==> src/rtl/cts_pkg.sv <==
// Shared constants of the charge termination sequencer.
// Assumes an 800 Hz oscillator tick is the time base for every phase length.
package cts_pkg;
   // Oscillator rate and phase lengths, printed figures in ms
   localparam int OSC_HZ = 800;
   localparam int T_PERIOD_MS = 20480;
   localparam int T_ON_MS = 5120;
   localparam int T_BREAK_MS = 2560;
   localparam int T_SETTLE_MS = 1280;
   localparam int T_PAUSE_DLY_MS = 40;
   localparam int T_PAUSE_LEN_MS = 10;
   localparam longint T_TRICKLE_MS = 1310720;
   localparam longint T_TOPOFF_MS = 1200000;
   localparam longint T_FORM_MS = 300000;
   // Oscillator cycle counts derived from the times above
   localparam int PERIOD_CYC = T_PERIOD_MS * OSC_HZ / 1000;
   localparam int ON_CYC = T_ON_MS * OSC_HZ / 1000;
   localparam int BREAK_CYC = T_BREAK_MS * OSC_HZ / 1000;
   localparam int SETTLE_CYC = T_SETTLE_MS * OSC_HZ / 1000;
   localparam int PAUSE_DLY_CYC = T_PAUSE_DLY_MS * OSC_HZ / 1000;
   localparam int PAUSE_LEN_CYC = T_PAUSE_LEN_MS * OSC_HZ / 1000;
   localparam int TRICKLE_CYC = int'(T_TRICKLE_MS * OSC_HZ / 1000);
   localparam int TOPOFF_CYC = int'(T_TOPOFF_MS * OSC_HZ / 1000);
   localparam int FORM_CYC = int'(T_FORM_MS * OSC_HZ / 1000);
   localparam int TIMER_W = 21;
   // Converter layout: 5-bit coarse over 5-bit fine
   localparam int COARSE_W = 5;
   localparam int FINE_W = 5;
   localparam int CODE_W = COARSE_W + FINE_W;
   // Slope counter and stop thresholds, in steps of 6.5 mV
   localparam int SLOPE_W = 4;
   localparam int SLOPE_HALF = 8;
   localparam int SLOPE_LIMIT = 2;
   localparam int NEG_STEP_LSB = 2;
   localparam int NEG_STEP_RUNS = 3;
   // Charging phases
   typedef enum logic [1:0] {CTS_FAST, CTS_TOPOFF, CTS_TRICKLE} cts_phase_t;
endpackage

==> src/rtl/cts_adc.sv <==
// Coarse/fine counting converter, one step per oscillator tick.
// Assumes a synchronised comparator: high while battery is above the DAC level.
`timescale 1ns/10ps
module cts_adc (
   // Clock and control
   input wire logic i_clk,
   input wire logic i_rst,
   input wire logic i_ce,
   input wire logic i_tick,
   input wire logic i_start,
   // Comparator
   input wire logic i_above,
   // Results
   output logic [cts_pkg::CODE_W-1:0] o_dac_code,
   output logic [cts_pkg::CODE_W-1:0] o_result,
   output logic o_done
);
   typedef enum logic [1:0] {CTS_A_IDLE, CTS_A_COARSE, CTS_A_FINE} cts_adc_st_t;
   cts_adc_st_t st_q;
   logic [cts_pkg::COARSE_W-1:0] crs_q;
   logic [cts_pkg::FINE_W-1:0] fin_q;

   // Linear count: coarse up until the level is passed, then fine under it
   always_ff @(posedge i_clk) begin
      if (i_rst) begin
         st_q <= CTS_A_IDLE;
         crs_q <= '0;
         fin_q <= '0;
         o_result <= '0;
         o_done <= 1'b0;
      end else if (i_ce) begin
         o_done <= 1'b0;
         case (st_q)
            CTS_A_IDLE: begin
               if (i_start) begin
                  crs_q <= '0;
                  fin_q <= '0;
                  st_q <= CTS_A_COARSE;
               end
            end
            CTS_A_COARSE: begin
               if (i_tick) begin
                  if (!i_above) begin
                     // Step back one coarse level, fine stage fills the gap
                     if (crs_q != '0) crs_q <= crs_q - 1'b1;
                     st_q <= CTS_A_FINE;
                  end else if (&crs_q) begin
                     st_q <= CTS_A_FINE;
                  end else begin
                     crs_q <= crs_q + 1'b1;
                  end
               end
            end
            CTS_A_FINE: begin
               if (i_tick) begin
                  if (!i_above || &fin_q) begin
                     // Trailing edge of the fine count ends the conversion
                     o_result <= (!i_above && fin_q != '0) ? {crs_q, fin_q - 1'b1}
                                                           : {crs_q, fin_q};
                     o_done <= 1'b1;
                     st_q <= CTS_A_IDLE;
                  end else begin
                     fin_q <= fin_q + 1'b1;
                  end
               end
            end
            default: st_q <= CTS_A_IDLE;
         endcase
      end
   end

   // DAC level follows the counters
   always_ff @(posedge i_clk) begin
      if (i_rst) o_dac_code <= '0;
      else if (i_ce) o_dac_code <= (st_q == CTS_A_FINE) ? {crs_q, fin_q}
                                                       : {crs_q, {cts_pkg::FINE_W{1'b0}}};
   end
endmodule

==> src/rtl/cts_top.sv <==
// Charge termination sequencer: breaks, measurement, stop checks, duty phases.
// Assumes the oscillator, comparator and overvoltage pins are asynchronous.
//
// Functional notes
// - Fast charge ends on curvature or negative step
// - Top-off delivers 5.12 s per 20.48 s
// - Top-off lasts at most 20 minutes
// - Both stop checks stay active in top-off
// - Trickle 5.12 s per 1310.72 s, indefinitely
// - Converter has 5-bit coarse, 5-bit fine stages
// - Linear count converter, 6.5 mV steps
// - Sampling only inside 2.56 s charge break
// - Break is 1.28 s settle then 1.28 s conversion
// - Slope counter counts up 8, down 8
// - After 16 cycles compare with window start
// - Difference over two LSB ends fast charge or top-off
// - Second slope counter runs offset by 8
// - Threshold matches 4.8 mV per minute squared
// - Battery input near 5 V acts as reset
// - Slope counter 4 bits, steps per fine conversion
// - Negative step: 13 mV low, three consecutive
// - Pause pulse 10 ms, 40 ms into break
// - Curvature check off first 5 minutes
`timescale 1ns/10ps
module cts_top #(
   parameter int PERIOD_CYC = cts_pkg::PERIOD_CYC,
   parameter int TRICKLE_CYC = cts_pkg::TRICKLE_CYC,
   parameter int TOPOFF_CYC = cts_pkg::TOPOFF_CYC,
   parameter int FORM_CYC = cts_pkg::FORM_CYC
) (
   // Clock, reset, enable
   input wire logic I_SYS_CLK,
   input wire logic I_SRST,
   input wire logic I_CE,
   // Analogue front end
   input wire logic I_OSC,
   input wire logic I_BATTERY_SENSE_ABOVE,
   input wire logic I_BATTERY_SENSE_OVV,
   // Charge control
   output logic O_CHARGE_EN,
   output logic O_CHARGE_PAUSE_OUTPUT,
   output logic [cts_pkg::CODE_W-1:0] O_DAC_CODE,
   // Status
   output logic [1:0] O_PHASE,
   output logic [cts_pkg::CODE_W-1:0] O_SAMPLE,
   output logic O_NEGATIVE_STEP_TRIP,
   output logic O_CURVATURE_TRIP,
   output logic O_OVV_RESET
);
   localparam int TW = cts_pkg::TIMER_W;
   localparam int SW = cts_pkg::SLOPE_W;
   localparam int CW = cts_pkg::CODE_W;

   logic osc_s1_q, osc_s2_q, osc_s3_q;
   logic abv_s1_q, abv_s2_q;
   logic ovv_s1_q, ovv_s2_q;
   logic tick, rst;
   cts_pkg::cts_phase_t phase_q;
   logic [TW-1:0] ph_q;
   logic [TW-1:0] phase_time_q;
   logic curv_en;
   logic adc_start, adc_done;
   logic [CW-1:0] adc_result;
   logic [CW-1:0] prev_q, peak_q;
   logic prev_vld_q;
   logic [1:0] neg_runs_q;
   logic [3:0] meas_q;
   logic signed [SW-1:0] slope_q [2];
   logic signed [SW-1:0] start_q [2];
   logic [1:0] win_full_q;
   logic neg_hit, curv_hit, stop_hit;
   logic signed [SW-1:0] delta;

   // Clamp a sample difference into the slope counter's range
   function automatic logic signed [SW-1:0] clamp_delta(input logic [CW-1:0] a,
                                                         input logic [CW-1:0] b);
      logic signed [CW:0] d;
      d = $signed({1'b0, a}) - $signed({1'b0, b});
      if (d > 7) clamp_delta = 4'sh7;
      else if (d < -7) clamp_delta = -4'sh7;
      else clamp_delta = d[SW-1:0];
   endfunction

   // Saturating up or down step of a slope counter
   function automatic logic signed [SW-1:0] slope_step(input logic signed [SW-1:0] c,
                                                        input logic signed [SW-1:0] d,
                                                        input logic up);
      logic signed [SW+1:0] s;
      s = up ? (SW+2)'(c) + (SW+2)'(d) : (SW+2)'(c) - (SW+2)'(d);
      if (s > 7) slope_step = 4'sh7;
      else if (s < -8) slope_step = -4'sh8;
      else slope_step = s[SW-1:0];
   endfunction

   // Two flip-flops on the oscillator, comparator and overvoltage pins before use
   always_ff @(posedge I_SYS_CLK) begin
      if (I_SRST) begin
         osc_s1_q <= 1'b0;
         osc_s2_q <= 1'b0;
         osc_s3_q <= 1'b0;
         abv_s1_q <= 1'b0;
         abv_s2_q <= 1'b0;
         ovv_s1_q <= 1'b0;
         ovv_s2_q <= 1'b0;
      end else if (I_CE) begin
         osc_s1_q <= I_OSC;
         osc_s2_q <= osc_s1_q;
         osc_s3_q <= osc_s2_q;
         abv_s1_q <= I_BATTERY_SENSE_ABOVE;
         abv_s2_q <= abv_s1_q;
         ovv_s1_q <= I_BATTERY_SENSE_OVV;
         ovv_s2_q <= ovv_s1_q;
      end
   end

   // Rising oscillator edge is the time base
   assign tick = osc_s2_q & ~osc_s3_q;
   // Overvoltage on the battery input restarts everything
   assign rst = I_SRST | ovv_s2_q;
   assign O_OVV_RESET = ovv_s2_q;

   // Position inside the current charge period
   always_ff @(posedge I_SYS_CLK) begin
      if (rst) begin
         ph_q <= '0;
      end else if (I_CE && tick) begin
         if (phase_q == cts_pkg::CTS_TRICKLE)
            ph_q <= (ph_q >= TW'(TRICKLE_CYC - 1)) ? '0 : ph_q + 1'b1;
         else
            ph_q <= (ph_q >= TW'(PERIOD_CYC - 1)) ? '0 : ph_q + 1'b1;
      end
   end

   // Time spent in the present phase, saturating
   always_ff @(posedge I_SYS_CLK) begin
      if (rst) begin
         phase_time_q <= '0;
      end else if (I_CE) begin
         if (stop_hit || (phase_q == cts_pkg::CTS_TOPOFF && tick
                          && phase_time_q >= TW'(TOPOFF_CYC - 1)))
            phase_time_q <= '0;
         else if (tick && !(&phase_time_q))
            phase_time_q <= phase_time_q + 1'b1;
      end
   end

   // Formation window keeps the curvature check quiet at first
   assign curv_en = (phase_q == cts_pkg::CTS_TOPOFF)
                    || (phase_q == cts_pkg::CTS_FAST
                        && phase_time_q >= TW'(FORM_CYC));

   // Phase sequence: fast, top-off, trickle
   always_ff @(posedge I_SYS_CLK) begin
      if (rst) begin
         phase_q <= cts_pkg::CTS_FAST;
      end else if (I_CE) begin
         case (phase_q)
            cts_pkg::CTS_FAST: begin
               if (stop_hit) phase_q <= cts_pkg::CTS_TOPOFF;
            end
            cts_pkg::CTS_TOPOFF: begin
               if (stop_hit) phase_q <= cts_pkg::CTS_TRICKLE;
               else if (tick && phase_time_q >= TW'(TOPOFF_CYC - 1))
                  phase_q <= cts_pkg::CTS_TRICKLE;
            end
            cts_pkg::CTS_TRICKLE: phase_q <= cts_pkg::CTS_TRICKLE;
            default: phase_q <= cts_pkg::CTS_FAST;
         endcase
      end
   end

   // Current gate and pause pulse; breaks only where sampling happens
   always_ff @(posedge I_SYS_CLK) begin
      if (rst) begin
         O_CHARGE_EN <= 1'b0;
         O_CHARGE_PAUSE_OUTPUT <= 1'b0;
      end else if (I_CE) begin
         case (phase_q)
            cts_pkg::CTS_FAST:
               O_CHARGE_EN <= ph_q >= TW'(cts_pkg::BREAK_CYC);
            cts_pkg::CTS_TOPOFF:
               O_CHARGE_EN <= ph_q >= TW'(cts_pkg::BREAK_CYC)
                  && ph_q < TW'(cts_pkg::BREAK_CYC + cts_pkg::ON_CYC);
            cts_pkg::CTS_TRICKLE:
               O_CHARGE_EN <= ph_q < TW'(cts_pkg::ON_CYC);
            default: O_CHARGE_EN <= 1'b0;
         endcase
         O_CHARGE_PAUSE_OUTPUT <= phase_q != cts_pkg::CTS_TRICKLE
            && ph_q >= TW'(cts_pkg::PAUSE_DLY_CYC)
            && ph_q < TW'(cts_pkg::PAUSE_DLY_CYC + cts_pkg::PAUSE_LEN_CYC);
      end
   end

   // Conversion starts once the settling half of the break is over
   assign adc_start = tick && phase_q != cts_pkg::CTS_TRICKLE
                      && ph_q == TW'(cts_pkg::SETTLE_CYC);

   // Converter; at most 64 ticks, well inside the 1.28 s window
   cts_adc u_adc (
      .i_clk(I_SYS_CLK),
      .i_rst(rst),
      .i_ce(I_CE),
      .i_tick(tick),
      .i_start(adc_start),
      .i_above(abv_s2_q),
      .o_dac_code(O_DAC_CODE),
      .o_result(adc_result),
      .o_done(adc_done)
   );

   // Negative step: a sample well below the stored peak
   assign neg_hit = adc_done && prev_vld_q
                    && (CW+1)'(adc_result) + (CW+1)'(cts_pkg::NEG_STEP_LSB)
                       <= (CW+1)'(peak_q);
   assign delta = prev_vld_q ? clamp_delta(adc_result, prev_q) : '0;

   // Sample history and peak
   always_ff @(posedge I_SYS_CLK) begin
      if (rst) begin
         prev_q <= '0;
         peak_q <= '0;
         prev_vld_q <= 1'b0;
         O_SAMPLE <= '0;
      end else if (I_CE && adc_done) begin
         prev_q <= adc_result;
         prev_vld_q <= 1'b1;
         O_SAMPLE <= adc_result;
         if (!prev_vld_q || adc_result > peak_q) peak_q <= adc_result;
      end
   end

   // Consecutive low samples; one normal sample clears the run
   // Stop clear sits under the enable so a held done pulse cannot wipe the run
   always_ff @(posedge I_SYS_CLK) begin
      if (rst) begin
         neg_runs_q <= '0;
      end else if (I_CE) begin
         if (stop_hit) begin
            neg_runs_q <= '0;
         end else if (adc_done) begin
            if (!neg_hit) neg_runs_q <= '0;
            else if (neg_runs_q != 2'(cts_pkg::NEG_STEP_RUNS)) neg_runs_q <= neg_runs_q + 1'b1;
         end
      end
   end

   // Measurement index shared by both slope windows
   always_ff @(posedge I_SYS_CLK) begin
      if (rst) meas_q <= '0;
      else if (I_CE && adc_done) meas_q <= meas_q + 1'b1;
   end

   // Two slope counters, the second half a window behind the first
   always_ff @(posedge I_SYS_CLK) begin
      if (rst) begin
         for (int k = 0; k < 2; k++) begin
            slope_q[k] <= '0;
            start_q[k] <= '0;
         end
         win_full_q <= '0;
      end else if (I_CE && adc_done) begin
         for (int k = 0; k < 2; k++) begin
            logic [3:0] pos;
            pos = meas_q - 4'(k * cts_pkg::SLOPE_HALF);
            if (pos == 4'h0) begin
               start_q[k] <= slope_q[k];
               win_full_q[k] <= 1'b1;
            end
            slope_q[k] <= slope_step(slope_q[k], delta,
                                     pos < 4'(cts_pkg::SLOPE_HALF));
         end
      end
   end

   // Rising curvature drives the count below its start value
   always_comb begin
      curv_hit = 1'b0;
      for (int k = 0; k < 2; k++) begin
         if (adc_done && win_full_q[k]
             && meas_q == 4'(k * cts_pkg::SLOPE_HALF)
             && (6'(start_q[k]) - 6'(slope_q[k])) > 6'sd2
             && $signed(6'(start_q[k]) - 6'(slope_q[k])) > $signed(6'(cts_pkg::SLOPE_LIMIT)))
            curv_hit = curv_en;
      end
   end

   // Either criterion ends the running phase
   assign stop_hit = phase_q != cts_pkg::CTS_TRICKLE
                     && (curv_hit || (neg_hit
                         && neg_runs_q == 2'(cts_pkg::NEG_STEP_RUNS - 1)));

   // Sticky trip flags and phase report
   always_ff @(posedge I_SYS_CLK) begin
      if (rst) begin
         O_NEGATIVE_STEP_TRIP <= 1'b0;
         O_CURVATURE_TRIP <= 1'b0;
         O_PHASE <= 2'h0;
      end else if (I_CE) begin
         if (stop_hit && !curv_hit) O_NEGATIVE_STEP_TRIP <= 1'b1;
         if (stop_hit && curv_hit) O_CURVATURE_TRIP <= 1'b1;
         O_PHASE <= phase_q;
      end
   end
endmodule

==> config.mk <==
export PLATFORM = sky130hd
export DESIGN_NAME = cts_top
export DESIGN_NICKNAME = d
export VERILOG_FILES = /design/src/rtl/cts_pkg.sv /design/src/rtl/cts_adc.sv /design/src/rtl/cts_top.sv
export SDC_FILE = /design/constraint.sdc
export NUM_CORES = 1
export LEC_CHECK = 0
export BUFFER_PORTS_ARGS = -buffer_cell sky130_fd_sc_hd__buf_2
export CAP_MARGIN = 20
export CELL_PAD_IN_SITES_DETAIL_PLACEMENT = 1
export CELL_PAD_IN_SITES_GLOBAL_PLACEMENT = 1
export CORE_MARGIN = 5
export CORE_UTILIZATION = 51
export CTS_CLUSTER_SIZE = 14
export DETAILED_ROUTE_END_ITERATION = 6
export PLACE_DENSITY = 0.95
export SYNTH_ARGS = -nofsm -noshare
export SYNTH_HDL_FRONTEND = slang
export SYNTH_SLANG_ARGS = --single-unit
==> constraint.sdc <==
create_clock -name I_SYS_CLK -period 10 [get_ports I_SYS_CLK]
set_input_delay 0 -clock I_SYS_CLK [delete_from_list [all_inputs] [get_ports I_SYS_CLK]]
set_output_delay 0 -clock I_SYS_CLK [all_outputs]
set_load 0.01 [all_outputs]
==> impl_results.md <==
* Crit path kind: flop to flop
* Via density at 6.25
* Core area at 15900 um2
* Non-Filler Instances at 1259
* Synth unique cells at 76
* CP Capture Type: flop
* Most area-consuming cells after synthesis: dfxtp_1, ha_1, edfxtp_1, nor2_1, nand2_1
* Tcrit/Tclk final at 54.4%
* Compound-Gate Fraction of Synth Area at between 10% and 20%
* Post-detail-place hpwl at 17.3 mm
* Syn avg cell area at 8.21 um2
* Antenna violations before repair at 0
* Total GRT Usage at 29.1%
* Chip height at between 100 and 150 um
* Worst Path Max Fanout at 4
* RSZ-0062 raised after global routing: no
* Worst Clk Skew at 0.00974 ns
* Post CTS Setup Buffer Count at 0
* Die Wd at 138 um
* Max-slew violations at 0
* Vias in the first global route at 8354
* Avg WL per Cell at 21.2 um
* Cell mode on critical path: inv_1
* Status: completed
* Fmax at 184 MHz
* Area Overhead vs Synth at 10.5%
* Max-cap viol count at 0
* Row cnt at 46
* GR Overflow Total at 0
* GR peak layer: met2
* Simple-gate share of the synthesized area at between 20 and 25%
* 1st-pass router iterations at 5
* GRT met1 Usage at ~34%
* Setup crit start kind: flop
* Residual DRC at 0
* Reg2Reg Depth at 23
* Reg area at approximately 2900 um2
* Main combinational cell family by area after synthesis: simple AND/OR/NAND/NOR gates
* Clk slew on worst S/H paths at 0.06 ns
* Cell taking the most area after synthesis: dfxtp_1
* Total CTS buffers at 17
* Mux contribution to synthesized area at 1.92%
* Number of I/O port buffers at 32
* H-tree Lvls at 4
* Met2 Use GR at 52.1%
* Die ar. at 19000 um2
* Relative slew slack at 32.9%
* Cell chain of the critical path: inv_1, ha_1, fa_1, nor2b_1, o31a_1, a31oi_1, xnor2_1, or3_1, o221a_2, inv_1, ha_1, nand2_1, a21boi_0, inv_1, fa_1, inv_1, a21o_1, a21oi_1, xnor2_1, inv_1, o211a_1, o31ai_1, o22ai_1
* Post-route ant nets at 0
* DR vias at 7875
* Placed cells at around 1200
* First-pass GRT wire length at 43.5 mm
* CTS Root Cell: clkbuf_16
* Arrival @ worst endpoint at roughly 5.6 ns
* Hold Path Stages at 3
* CTS tree: built
* Antenna Cells at 0
* I/O pin cnt at 33
* Bufs on Longest Clock Path at 2
* Starting DRT DRC Count at 499
* Worst Tran Pin Value at 1.00 ns
* Critical path's top delay family: compound AO/OA/AOI/OAI gates
* Syn Std Cell Area at 8350 um2
* Min Tclk post-route at 5.44 ns
* Register area share after synthesis at 34.3%
* Top-area cell type share of the netlist area at ~29%
* Share of layout cells above drive strength 1 at approximately 7.9%
* Worst r2r src: u_adc.o_result[0]
* Synth Area in Adders at around 11%
* Synth Instances at 1017
* Met3 Use GR at 4.72%
* FF+latch count, synth at 135
* Starting Density at a little over half
* Xor/xnor share of the synthesized area at between 6 and 7%
* CP Data Required Time at 10.16 ns
* Fin Setup TNS at 0 ns
* Skew-Pair Late Insertion Delay at about 0.44 ns
* Yosys warns at 0
* Hold Crit Endpoint: u_adc.o_dac_code[3]
* Routed WL at approximately 27 mm
* # fillers at 1944
* Multi-input combinational cell area at 4980 um2
* Power Dens Cells at 135 nW/um2
* Post-synth EDFFs at 16
* Fin nets at 1110
* Synth top cells by count: dfxtp_1, nor2_1, nand2_1
* Reg-to-reg endpoint: slope_q[0][6]
* Largest net degree at the start of global routing at 46
* Syn_nets at 1094
* Top_reg_cell synth: dfxtp_1
* Worst IR Drop VDD at 118 uV
* R2R Setup Slk at 4.56 ns
* Final setup vio count at 0
* HP Start: I_CE
* Slowest stage delay, CP at ~0.44 ns
* Final Hold Fails at 0
* Buf+Inv Stages, Crit Path at 5
* Lkg Pwr at 3.66 nW
* Total clock sinks at 135
* Hold crit path type: input pin to flop
* Top-count cell post-synth: dfxtp_1
* Async set-reset flop share out of synthesis at 0%
* Slowest CP cell: fa_1
* Routability Congestion at 0.862
[layer usage]
| metal | wire length [um] | up-vias |
|---|---|---|
| met5 | 0 | - |
| met4 | 920 | 0 |
| li1 | - | 3600 |
| met1 | 10600 | 3849 |
| met3 | 1510 | 93 |
| met2 | 13700 | 333 |
[cells in the final DEF (no fill, tap or decap), types with 9 or more instances in the layout]
cell type	count
nand4_1	13
nor2b_1	14
nand3_1	53
xnor2_1	28
nand2b_1	12
o211ai_1	9
o21ai_0	27
and3_1	15
clkbuf_16	17
inv_1	70
a21o_1	11
a21oi_1	73
dfxtp_1	119
mux2i_1	16
xor2_1	37
o31ai_1	12
ha_1	65
nor2_1	111
nand2_1	108
edfxtp_1	16
buf_2	32
nor3_1	24
[state kept, by name, indices dropped and copies added, names as in the netlist, 2 cells and up]
register,flops
u_adc.crs_q,5
phase_time_q,21
slope_q,8
neg_runs_q,2
prev_q,10
start_q,8
u_adc.fin_q,5
phase_q,2
u_adc.st_q,2
u_adc.o_result,10
u_adc.o_dac_code,10
peak_q,10
O_PHASE,2
meas_q,4
win_full_q,2
ph_q,21
[logic make-up (layout without fill, tap and decap cells)]
logic type / Yosys count / after routing
and+or+nand+nor: 400 / 400
muxes: 16 / 16
DFF: 135 / 135
xor gates and xnor gates: 65 / 65
buffers and inverters: 118 / 144
adders and majority gates: 71 / 71
AOI/OAI and AO/OA: 212 / 212
[timing repair]
item	CTS	global route
endpoints found under the setup margin	0	0
endpoints found under the hold margin	7	0
resized for setup	0	0
hold buffers	7	0
[per-stage QoR]
step / worst slack [ns] / cell area [um2] / total power (W) / util, % / hold slack (ns)
finish: 4.56 / 9220 / 0.00125 / 57.9 / 0.326
global route: 4.20 / 9220 / 0.00128 / 57.9 / 0.343
CTS: 4.60 / 9220 / 0.00125 / 57.9 / 0.299
detailed placement: 4.61 / 8580 / 0.000620 / 53.8 / 0.251
global placement: 5.01 / 8580 / 0.000616 / 53.8 / 0.234
floorplan: 5.26 / 8350 / 0.000606 / - / 0.147
[power breakdown]
part | switching, W | internal (W)
Clock | 0.000238 | 0.000396
Sequential | 0.00000355 | 0.000553
Combinational | 0.0000382 | 0.0000186
[how the worst max path moves through the flow]
stage	start	endpoint	slack (ns)	cells after the start
after detailed placement	u_adc.o_result[1]	slope_q[0][4]	4.61	22
after global placement	u_adc.o_result[0]	slope_q[0][4]	5.01	23
final	u_adc.o_result[0]	slope_q[0][6]	4.56	23
after floorplan	prev_q[7]	slope_q[0][4]	5.26	24
after CTS	u_adc.o_result[1]	slope_q[0][4]	4.60	22
after global routing	u_adc.o_result[1]	slope_q[0][5]	4.20	23
[final cells by class]
| class | instances | area share [%] |
|---|---|---|
| multi-input combinational | 764 | 54.0 |
| sequential | 135 | 31.0 |
| clock buffer | 26 | 5.52 |
| tap | 216 | 2.93 |
| timing repair buffer | 44 | 2.90 |
| inverter | 71 | 2.89 |
| clock inverter | 3 | 0.705 |
[tightest hold or removal path, cell delays in order]
cell	delay [ns]
buf_2	0.42
nand3_1	0.22
a21oi_1	0.06
Power figures use the tool's default switching activity.
